### src/awos_defines.vh
`ifndef AWOS_DEFINES_VH
`define AWOS_DEFINES_VH

// Register word indices and byte offsets
`define AWOS_ADR_WAVE     3'h0
`define AWOS_ADR_AMP      3'h1
`define AWOS_ADR_OFS      3'h2
`define AWOS_ADR_PER      3'h3
`define AWOS_ADR_CTRL     3'h4
`define AWOS_ADR_STAT     3'h5
`define AWOS_ADR_OUT      3'h6
`define AWOS_OFF_WAVE     5'h00
`define AWOS_OFF_AMP      5'h04
`define AWOS_OFF_OFS      5'h08
`define AWOS_OFF_PER      5'h0c
`define AWOS_OFF_CTRL     5'h10
`define AWOS_OFF_STAT     5'h14
`define AWOS_OFF_OUT      5'h18

// Field widths and positions
`define AWOS_CODE_W       12
`define AWOS_PER_W        11
`define AWOS_WAVE_W       3
`define AWOS_CTRL_GO      0
`define AWOS_STAT_ACT     0
`define AWOS_STAT_WAVE_LO 4
`define AWOS_STAT_STEP_LO 8
`define AWOS_OUT_OFS_LO   16

// Waveform selector codes
`define AWOS_WAVE_OFF     3'h0
`define AWOS_WAVE_DC      3'h1
`define AWOS_WAVE_UP      3'h2
`define AWOS_WAVE_DOWN    3'h3
`define AWOS_WAVE_TRI     3'h4
`define AWOS_WAVE_SQR     3'h5
`define AWOS_WAVE_SINE    3'h6

// Steps per period, as shift counts
`define AWOS_SHIFT_32     3'h5
`define AWOS_SHIFT_2      3'h1
`define AWOS_STEP_LAST    5'h1f
`define AWOS_STEP_HALF    5'h10
`define AWOS_FRAC_FULL    6'h20

// Period limits in milliseconds
`define AWOS_PER_MIN      11'h005
`define AWOS_PER_MAX      11'h7d0

// Sine peak in amplitude counts, table scale shift
`define AWOS_SINE_PEAK    12'h600
`define AWOS_SINE_TSHIFT  7
`define AWOS_SINE_MAXHALF 12'h00f

// Reset values
`define AWOS_RST_CODE     12'h000
`define AWOS_RST_PER      11'h005
`define AWOS_RST_WAVE     3'h0

// Timing: 1 ms tick from a 10 ns clock
`define AWOS_TICK_NS      1000000
`define AWOS_CLK_NS       10

`endif

### src/awos_step_timer.v
`timescale 1ns/100ps
`default_nettype none

module awos_step_timer #(
	parameter CNT_W = 28
) (
	// System
	input  wire             clk_i,
	input  wire             rst_i,
	// Control
	input  wire             en_i,
	input  wire             restart_i,
	input  wire [CNT_W-1:0] len_i,
	// Step strobe
	output wire             step_o
);

	reg  [CNT_W-1:0] cnt_reg;
	wire [CNT_W-1:0] cnt_inc;
	wire             last;

	assign cnt_inc = cnt_reg + {{(CNT_W-1){1'b0}}, 1'b1};
	// Zero length behaves as one cycle
	assign last    = (cnt_inc >= len_i);
	assign step_o  = en_i & ~restart_i & last;

	always @(posedge clk_i) begin
		if (rst_i | restart_i | ~en_i) begin
			cnt_reg <= {CNT_W{1'b0}};
		end else if (last) begin
			cnt_reg <= {CNT_W{1'b0}};
		end else begin
			cnt_reg <= cnt_inc;
		end
	end

endmodule

`default_nettype wire

### src/awos_sequencer.v
// Behaviour
// - Selector codes: 0 off, 1 DC, 2 ramp up, 3 ramp down, 4 triangle, 5 square, 6 sine.
// - Amplitude is unsigned 0..4095 wave height; sine mode reads it differently.
// - Offset is unsigned 0..4095 and sets the level the wave centres on.
// - Period is whole milliseconds, 5 through 2000, the waveform repeat interval.
// - Output level is 0.0024 V per amplitude count minus 0.0012 V per offset count.
// - An accepted setup drives the output at once, whatever waveform runs.
// - Output stays on until reset or an off command; reset turns it off.
// - All waveforms but DC are discrete steps repeating every period.
// - Square wave uses two levels per period.
// - Triangle uses 32 steps: sixteen rising then sixteen falling.
// - Ramp up, ramp down and sine each use 32 steps per period.
// - Sine peak defaults to 1536 counts (about 3.69 V); amplitude gives how often it is halved.
// - A setup command returns no data; its only effect is the output.
`timescale 1ns/100ps
`default_nettype none
`include "awos_defines.vh"

module awos_sequencer #(
	parameter MS_CYCLES = `AWOS_TICK_NS / `AWOS_CLK_NS
) (
	// System
	input  wire        clk_i,
	input  wire        rst_i,
	// Wishbone slave
	input  wire        cyc_i,
	input  wire        stb_i,
	input  wire        we_i,
	input  wire [4:0]  adr_i,
	input  wire [3:0]  sel_i,
	input  wire [31:0] dat_i,
	output wire [31:0] dat_o,
	output wire        ack_o,
	// Converter pair
	output wire [11:0] dac_amp_o,
	output wire [11:0] dac_ofs_o,
	output wire        dac_en_o,
	output wire        dac_load_o
);

	localparam CNT_W   = 28;
	localparam PROD_W  = 40;
	localparam ST_OFF  = 3'b001;
	localparam ST_DC   = 3'b010;
	localparam ST_RUN  = 3'b100;

	// Amplitude scaled by a fraction of 32
	function [11:0] scale;
		input [11:0] a;
		input [5:0]  f;
		reg   [17:0] p;
		begin
			p     = a * f;
			scale = p[16:5];
		end
	endfunction

	// Quarter sine, 0..8 of 32 steps, full scale 127
	function [7:0] qsine;
		input [3:0] k;
		begin
			case (k)
				4'h0:    qsine = 8'h00;
				4'h1:    qsine = 8'h19;
				4'h2:    qsine = 8'h31;
				4'h3:    qsine = 8'h47;
				4'h4:    qsine = 8'h5a;
				4'h5:    qsine = 8'h6a;
				4'h6:    qsine = 8'h75;
				4'h7:    qsine = 8'h7d;
				default: qsine = 8'h7f;
			endcase
		end
	endfunction

	// Clamp a signed sum into converter range
	function [11:0] clip;
		input signed [23:0] v;
		begin
			if (v < 0) begin
				clip = 12'h000;
			end else if (v > 24'sh000fff) begin
				clip = 12'hfff;
			end else begin
				clip = v[11:0];
			end
		end
	endfunction

	// Staging fields written by software
	reg  [2:0]        st_wave_reg;
	reg  [11:0]       st_amp_reg;
	reg  [11:0]       st_ofs_reg;
	reg  [10:0]       st_per_reg;
	// Active setup
	reg  [2:0]        wave_reg;
	reg  [11:0]       amp_reg;
	reg  [11:0]       ofs_reg;
	reg  [CNT_W-1:0]  len_reg;
	reg  [2:0]        state_reg;
	reg  [2:0]        state_next;
	reg  [4:0]        step_reg;
	reg               restart_reg;
	reg               step_d_reg;
	// Converter outputs
	reg  [11:0]       dac_amp_reg;
	reg  [11:0]       dac_ofs_reg;
	reg               dac_load_reg;
	reg  [11:0]       amp_next;
	// Bus
	reg               ack_reg;
	reg  [31:0]       dat_reg;
	reg  [31:0]       rd_data;

	wire              bus_req;
	wire              wr_en;
	wire              go;
	wire              step_tick;
	wire [10:0]       per_clamped;
	wire [PROD_W-1:0] per_cycles;
	wire [2:0]        step_shift;
	wire [5:0]        frac_up;
	wire [5:0]        frac_down;
	wire [5:0]        frac_tri;
	wire [3:0]        sine_k;
	wire [7:0]        sine_mag;
	wire signed [23:0] sine_swing;
	wire signed [23:0] sine_scaled;
	wire signed [23:0] sine_sum;
	wire [3:0]        halvings;

	// Wishbone classic: answer one cycle after the request
	assign bus_req = cyc_i & stb_i;
	assign wr_en   = bus_req & we_i & ack_reg;
	assign ack_o   = ack_reg;
	assign dat_o   = dat_reg;

	always @(posedge clk_i) begin
		if (rst_i) begin
			ack_reg <= 1'b0;
			dat_reg <= 32'h0000_0000;
		end else begin
			ack_reg <= bus_req & ~ack_reg;
			dat_reg <= rd_data;
		end
	end

	// Read mux; no data is produced by a setup itself
	always @* begin
		rd_data = 32'h0000_0000;
		case (adr_i[4:2])
			`AWOS_ADR_WAVE: rd_data[`AWOS_WAVE_W-1:0] = st_wave_reg;
			`AWOS_ADR_AMP:  rd_data[`AWOS_CODE_W-1:0] = st_amp_reg;
			`AWOS_ADR_OFS:  rd_data[`AWOS_CODE_W-1:0] = st_ofs_reg;
			`AWOS_ADR_PER:  rd_data[`AWOS_PER_W-1:0]  = st_per_reg;
			`AWOS_ADR_STAT: begin
				rd_data[`AWOS_STAT_ACT]                            = dac_en_o;
				rd_data[`AWOS_STAT_WAVE_LO +: `AWOS_WAVE_W]        = wave_reg;
				rd_data[`AWOS_STAT_STEP_LO +: 5]                   = step_reg;
			end
			`AWOS_ADR_OUT: begin
				rd_data[`AWOS_CODE_W-1:0]                          = dac_amp_reg;
				rd_data[`AWOS_OUT_OFS_LO +: `AWOS_CODE_W]          = dac_ofs_reg;
			end
			default:        rd_data = 32'h0000_0000;
		endcase
	end

	// Staging writes, byte lanes honoured
	always @(posedge clk_i) begin
		if (rst_i) begin
			st_wave_reg <= `AWOS_RST_WAVE;
			st_amp_reg  <= `AWOS_RST_CODE;
			st_ofs_reg  <= `AWOS_RST_CODE;
			st_per_reg  <= `AWOS_RST_PER;
		end else if (wr_en) begin
			case (adr_i[4:2])
				`AWOS_ADR_WAVE: begin
					if (sel_i[0]) st_wave_reg <= dat_i[2:0];
				end
				`AWOS_ADR_AMP: begin
					if (sel_i[0]) st_amp_reg[7:0]  <= dat_i[7:0];
					if (sel_i[1]) st_amp_reg[11:8] <= dat_i[11:8];
				end
				`AWOS_ADR_OFS: begin
					if (sel_i[0]) st_ofs_reg[7:0]  <= dat_i[7:0];
					if (sel_i[1]) st_ofs_reg[11:8] <= dat_i[11:8];
				end
				`AWOS_ADR_PER: begin
					if (sel_i[0]) st_per_reg[7:0]  <= dat_i[7:0];
					if (sel_i[1]) st_per_reg[10:8] <= dat_i[10:8];
				end
				default: begin
				end
			endcase
		end
	end

	assign go = wr_en & sel_i[0] & (adr_i[4:2] == `AWOS_ADR_CTRL) & dat_i[`AWOS_CTRL_GO];

	// Period held inside 5..2000 ms
	assign per_clamped = (st_per_reg < `AWOS_PER_MIN) ? `AWOS_PER_MIN :
	                     (st_per_reg > `AWOS_PER_MAX) ? `AWOS_PER_MAX : st_per_reg;

	// Step length: millisecond period in cycles over steps per period
	assign step_shift = (st_wave_reg == `AWOS_WAVE_SQR) ? `AWOS_SHIFT_2 : `AWOS_SHIFT_32;
	assign per_cycles = per_clamped * MS_CYCLES;

	// Mode state
	always @* begin
		state_next = state_reg;
		if (go) begin
			case (st_wave_reg)
				`AWOS_WAVE_OFF:  state_next = ST_OFF;
				`AWOS_WAVE_DC:   state_next = ST_DC;
				`AWOS_WAVE_UP,
				`AWOS_WAVE_DOWN,
				`AWOS_WAVE_TRI,
				`AWOS_WAVE_SQR,
				`AWOS_WAVE_SINE: state_next = ST_RUN;
				default:         state_next = ST_OFF;
			endcase
		end
	end

	// Commit takes the whole four-field setup at once
	always @(posedge clk_i) begin
		if (rst_i) begin
			state_reg   <= ST_OFF;
			wave_reg    <= `AWOS_RST_WAVE;
			amp_reg     <= `AWOS_RST_CODE;
			ofs_reg     <= `AWOS_RST_CODE;
			len_reg     <= {CNT_W{1'b0}};
			restart_reg <= 1'b0;
		end else begin
			state_reg   <= state_next;
			restart_reg <= go;
			if (go) begin
				wave_reg <= st_wave_reg;
				amp_reg  <= st_amp_reg;
				ofs_reg  <= st_ofs_reg;
				len_reg  <= per_cycles[CNT_W-1:0] >> step_shift;
			end
		end
	end

	awos_step_timer #(
		.CNT_W     (CNT_W)
	) u_timer (
		.clk_i     (clk_i),
		.rst_i     (rst_i),
		.en_i      (state_reg == ST_RUN),
		.restart_i (go),
		.len_i     (len_reg),
		.step_o    (step_tick)
	);

	// Step index wraps each period
	always @(posedge clk_i) begin
		if (rst_i | go) begin
			step_reg <= 5'h00;
		end else if (step_tick) begin
			if (wave_reg == `AWOS_WAVE_SQR) begin
				step_reg <= {4'h0, ~step_reg[0]};
			end else begin
				step_reg <= step_reg + 5'h01;
			end
		end
	end

	// Load pulse trails the index so codes and strobe line up
	always @(posedge clk_i) begin
		if (rst_i) begin
			step_d_reg <= 1'b0;
		end else begin
			step_d_reg <= step_tick;
		end
	end

	// Fractions of amplitude per step
	assign frac_up   = {1'b0, step_reg} + 6'h01;
	assign frac_down = `AWOS_FRAC_FULL - {1'b0, step_reg};
	assign frac_tri  = (step_reg < `AWOS_STEP_HALF) ? {step_reg[3:0], 1'b0} + 6'h02 :
	                   {(`AWOS_STEP_LAST - step_reg), 1'b0} - 6'h00;

	// Sine: fixed peak, halved by the amplitude count
	assign sine_k      = (step_reg[3:0] > 4'h8) ? (4'h0 - step_reg[3:0]) : step_reg[3:0];
	assign sine_mag    = qsine(sine_k);
	assign halvings    = (amp_reg > `AWOS_SINE_MAXHALF) ? 4'hf : amp_reg[3:0];
	assign sine_swing  = $signed({16'h0000, sine_mag}) * $signed({12'h000, `AWOS_SINE_PEAK});
	assign sine_scaled = (sine_swing >>> `AWOS_SINE_TSHIFT) >>> halvings;
	assign sine_sum    = step_reg[4] ? ($signed({13'h0000, ofs_reg[11:1]}) - sine_scaled) :
	                     ($signed({13'h0000, ofs_reg[11:1]}) + sine_scaled);

	// Amplitude code per waveform
	always @* begin
		amp_next = `AWOS_RST_CODE;
		case (wave_reg)
			`AWOS_WAVE_DC:   amp_next = amp_reg;
			`AWOS_WAVE_UP:   amp_next = scale(amp_reg, frac_up);
			`AWOS_WAVE_DOWN: amp_next = scale(amp_reg, frac_down);
			`AWOS_WAVE_TRI:  amp_next = scale(amp_reg, frac_tri);
			`AWOS_WAVE_SQR:  amp_next = step_reg[0] ? `AWOS_RST_CODE : amp_reg;
			`AWOS_WAVE_SINE: amp_next = clip(sine_sum);
			default:         amp_next = `AWOS_RST_CODE;
		endcase
	end

	// Converter drive: level = 2.4 mV per amplitude count less 1.2 mV per offset count
	always @(posedge clk_i) begin
		if (rst_i) begin
			dac_amp_reg  <= `AWOS_RST_CODE;
			dac_ofs_reg  <= `AWOS_RST_CODE;
			dac_load_reg <= 1'b0;
		end else begin
			case (state_reg)
				ST_OFF: begin
					dac_amp_reg  <= `AWOS_RST_CODE;
					dac_ofs_reg  <= `AWOS_RST_CODE;
					dac_load_reg <= restart_reg;
				end
				ST_DC: begin
					dac_amp_reg  <= amp_next;
					dac_ofs_reg  <= ofs_reg;
					dac_load_reg <= restart_reg;
				end
				ST_RUN: begin
					dac_amp_reg  <= amp_next;
					dac_ofs_reg  <= ofs_reg;
					dac_load_reg <= restart_reg | step_d_reg;
				end
				default: begin
					dac_amp_reg  <= `AWOS_RST_CODE;
					dac_ofs_reg  <= `AWOS_RST_CODE;
					dac_load_reg <= 1'b0;
				end
			endcase
		end
	end

	// Enabled from the cycle after commit until off or reset
	assign dac_en_o   = (state_reg != ST_OFF);
	assign dac_amp_o  = dac_amp_reg;
	assign dac_ofs_o  = dac_ofs_reg;
	assign dac_load_o = dac_load_reg;

endmodule

`default_nettype wire

### config.mk
export PLATFORM = sky130hd
export DESIGN_NAME = awos_sequencer
export DESIGN_NICKNAME = d
export VERILOG_FILES = /design/src/awos_step_timer.v /design/src/awos_sequencer.v
export VERILOG_INCLUDE_DIRS = /design/src
export SDC_FILE = /design/constraint.sdc
export NUM_CORES = 1
export LEC_CHECK = 0
export ABC_AREA = 1
export BUFFER_PORTS_ARGS = -buffer_cell sky130_fd_sc_hd__buf_2
export CAP_MARGIN = 20
export CORE_MARGIN = 2
export CORE_UTILIZATION = 40
export CTS_CLUSTER_DIAMETER = 100
export DETAILED_ROUTE_END_ITERATION = 10
export PLACE_DENSITY_LB_ADDON = 0.2
export RECOVER_POWER = 25
export SYNTH_ARGS = -nofsm -noshare
export SYNTH_HDL_FRONTEND = slang
export SYNTH_SLANG_ARGS = --single-unit
### constraint.sdc
create_clock -name clk_i -period 8.2 [get_ports clk_i]
set_clock_uncertainty 0.2 [all_clocks]
set_input_delay 1.64 -clock clk_i [delete_from_list [all_inputs] [get_ports clk_i]]
set_output_delay 1.64 -clock clk_i [all_outputs]
set_load 0.005 [all_outputs]
==> metrics <==
main combinational cell family by area after synthesis=adder cells; Pleak=9.41 nW; max_cap viols=1; Finish-stage setup viols=0; topmost layer with routed signal wires=met5; vias in the first global route=15200; worst slew pin tran=1.58 ns; Initial Util=40.4%; CP Max Fanout=14; FF+latch count, synth=181; worst path required time=8.30 ns; GRT overflow=0; switching share of power=21.7%; max-slew violation count=44; area grow syn2layout=8.67%; xor/xnor share of the synthesized area=3.19%; first-pass GRT wire length=80.7 mm; hold path cells=2; global-route usage over all layers=21.7%; IO buf count=73; dpl cells=3046; worst-skew pair later-pin latency=0.43 ns; Seq pwr share=47.9%; WHS Endpoint=dat_o[20]; nets=2854; layout cells sized above 1=7.92%; # rows=77; hold_sp=dac_ofs_o[4]; Setup TNS=0 ns; asr flop ratio synth=0%; Post-Synth Adder-Cell Area=29.0%; number of CTS-inserted buffers=17; Synth Area in Compound Gates=12.4%; max reg flops=28; violated checks=capacitance limit, slew limit; WL per Instance=16.3 um; Post-Synth Simple-Gate Area=22.5%; Hold Violations, Final=0; Int Pwr=1.44 mW; switching pwr=0.398 mW; Core ar.=0.0441 mm2; DRT iter0 DRCs=1049; number of H-tree levels=4; DR vias=15700; Post-Syn Area per Cell=7.32 um2; I/O pins=105; clk sink count=181; Synth Cell Area=0.0178 mm2; residual DRC count=0; post-synth top area cell=dfxtp_1; Max VDD drop=0.101 mV; post-layout utilization of the core=43.9%; drt pass-1 iters=5; Mapped Cells=2435; final period utilization=89.1%; Die ar.=0.0462 mm2; antenna viol nets, final=0; design area=0.0194 mm2; R2R Setup Slk=0.90 ns; sequential share of the synthesized area=20.3%; synth unique cells=64; run status=finished, violations left; Synth area leaders=dfxtp_1 (20%), fa_1 (15%), ha_1 (14%); width of the die=215 um; CP Launch Type=register; Power Density=94.9 mW/mm2; R2R depth=42; multiplexer share of the synthesized area=0.0562%; most numerous cell in the Yosys netlist=inv_1; EDFF count, synth=0; hold buffers post-CTS=0; Worst slew margin=-5.64%; slowest CP cell=dfxtp_1; met2 wire len=22.2 mm; Vias per Instance=5.09; Ys Warns=0; CP arrival=7.40 ns; worst r2r dst=dac_amp_o[4]; CTS max path bufs=2; largest net degree at the start of global routing=56; Post-DP Area=0.0187 mm2; critical path type=register to register; commonest cells in the netlist=inv_1 (479), nor2_1 (338), nand2_1 (329); clock slew at the register clock pins of the worst setup and hold paths=0.07 ns; Clock Root Buffer=clkbuf_16; Crit Reg-Reg Startpoint=step_reg[1]; die height=215 um; CP max stage delay=0.50 ns; share of the synthesized area in the top cell type=20.3%; FILL cells=4582; CTS tree=built; Hold WC Path Type=register to register; WL final=50.2 mm; DPL Wire Length=41.1 mm; Pwr Total=1.84 mW; M1 WL=24.4 mm; Post-CTS Resized=0; Cell Count, Final, Fillers Out=3082; RSZ-0062 raised after global routing=no; Clock power frac=49.7%; Logic pwr share=2.4%; crit end category=register; Synth Flop Type=dfxtp_1; Max Clk Rate=137 MHz; Period minus WS final=7.30 ns; routed wl met3=2.72 mm; Setup Buffers After CTS=0; GPL Wtd Cong=0.909; most frequent CP cell=nand2_1; initial antenna violation count=4
## layout make-up
| type | count | area, um2 | area share, % |
|---|---|---|---|
| inverter | 492 | 1850 | 9.55 |
| tap | 592 | 741 | 3.83 |
| timing repair buffer | 91 | 475 | 2.46 |
| sequential | 181 | 3620 | 18.7 |
| clock buffer | 19 | 433 | 2.24 |
| multi-input combinational | 1691 | 12000 | 62.1 |
| clock inverter | 13 | 215 | 1.11 |
| antenna | 3 | 7.51 | 0.0388 |
## critical path: cells and delay by family (launching register included)
family                     cells  cell delay [ns]
and+or+nand+nor               23             2.50
adders and majority gates      5             1.61
AOI/OAI and AO/OA              7             1.55
buffers and inverters          7             0.75
DFF                            1             0.50
## logic make-up after synthesis
kind of cell             count (synthesis)
XOR/XNOR                                64
multiplexers                             1
other                                    1
adder cells (fa/ha/maj)                334
AO/OA/AOI/OAI                          369
buffers and inverters                  570
AND/OR/NAND/NOR                        915
flip-flops                             181
## placed cells by master (no fill, tap or decap), types with 25 or more instances in the layout
cell type / count
a21oi_1: 119
buf_2: 53
dfxtp_1: 181
fa_1: 132
ha_1: 202
inv_1: 479
nand2_1: 329
nand2_2: 25
nand3_1: 88
nand4_1: 26
nor2_1: 338
nor3_1: 42
o21ai_0: 112
xor2_1: 47
## power groups by stage
stage / Clock (mW) / Sequential, mW / Combinational (mW)
after floorplan: 0 / 0.900 / 0.0272
after global placement: 0 / 0.900 / 0.0433
after detailed placement: 0 / 0.900 / 0.0437
after CTS: 0.920 / 0.880 / 0.0439
after global routing: 0.957 / 0.880 / 0.0487
final: 0.912 / 0.880 / 0.0443
## stage by stage
step,hold slack [ns],setup slack (ns)
6_report,0.228,0.896
5_1_grt,0.238,0.0697
4_1_cts,0.226,0.975
3_5_place_dp,0.216,1.02
3_3_place_gp,0.218,1.12
2_1_floorplan,0.210,2.16
## per-layer routing
metal	vias up	global-route usage, %
li1	7810	-
met1	7452	31.2
met2	377	34.3
met3	52	3.37
met4	2	5.08
met5	-	0
## worst max path at each step
stage | startpoint | end | slack (ns) | cells after the start
floorplan | step_reg[0] | dac_amp_o[10] | 2.16 | 40
global placement | step_reg[1] | dac_amp_o[9] | 1.12 | 40
detailed placement | step_reg[1] | dac_amp_o[4] | 1.02 | 42
CTS | step_reg[1] | dac_amp_o[4] | 0.98 | 42
global route | step_reg[1] | dac_amp_o[11] | 0.07 | 43
finish | step_reg[1] | dac_amp_o[4] | 0.90 | 42
Note: power is estimated with default switching activity, not from simulation.
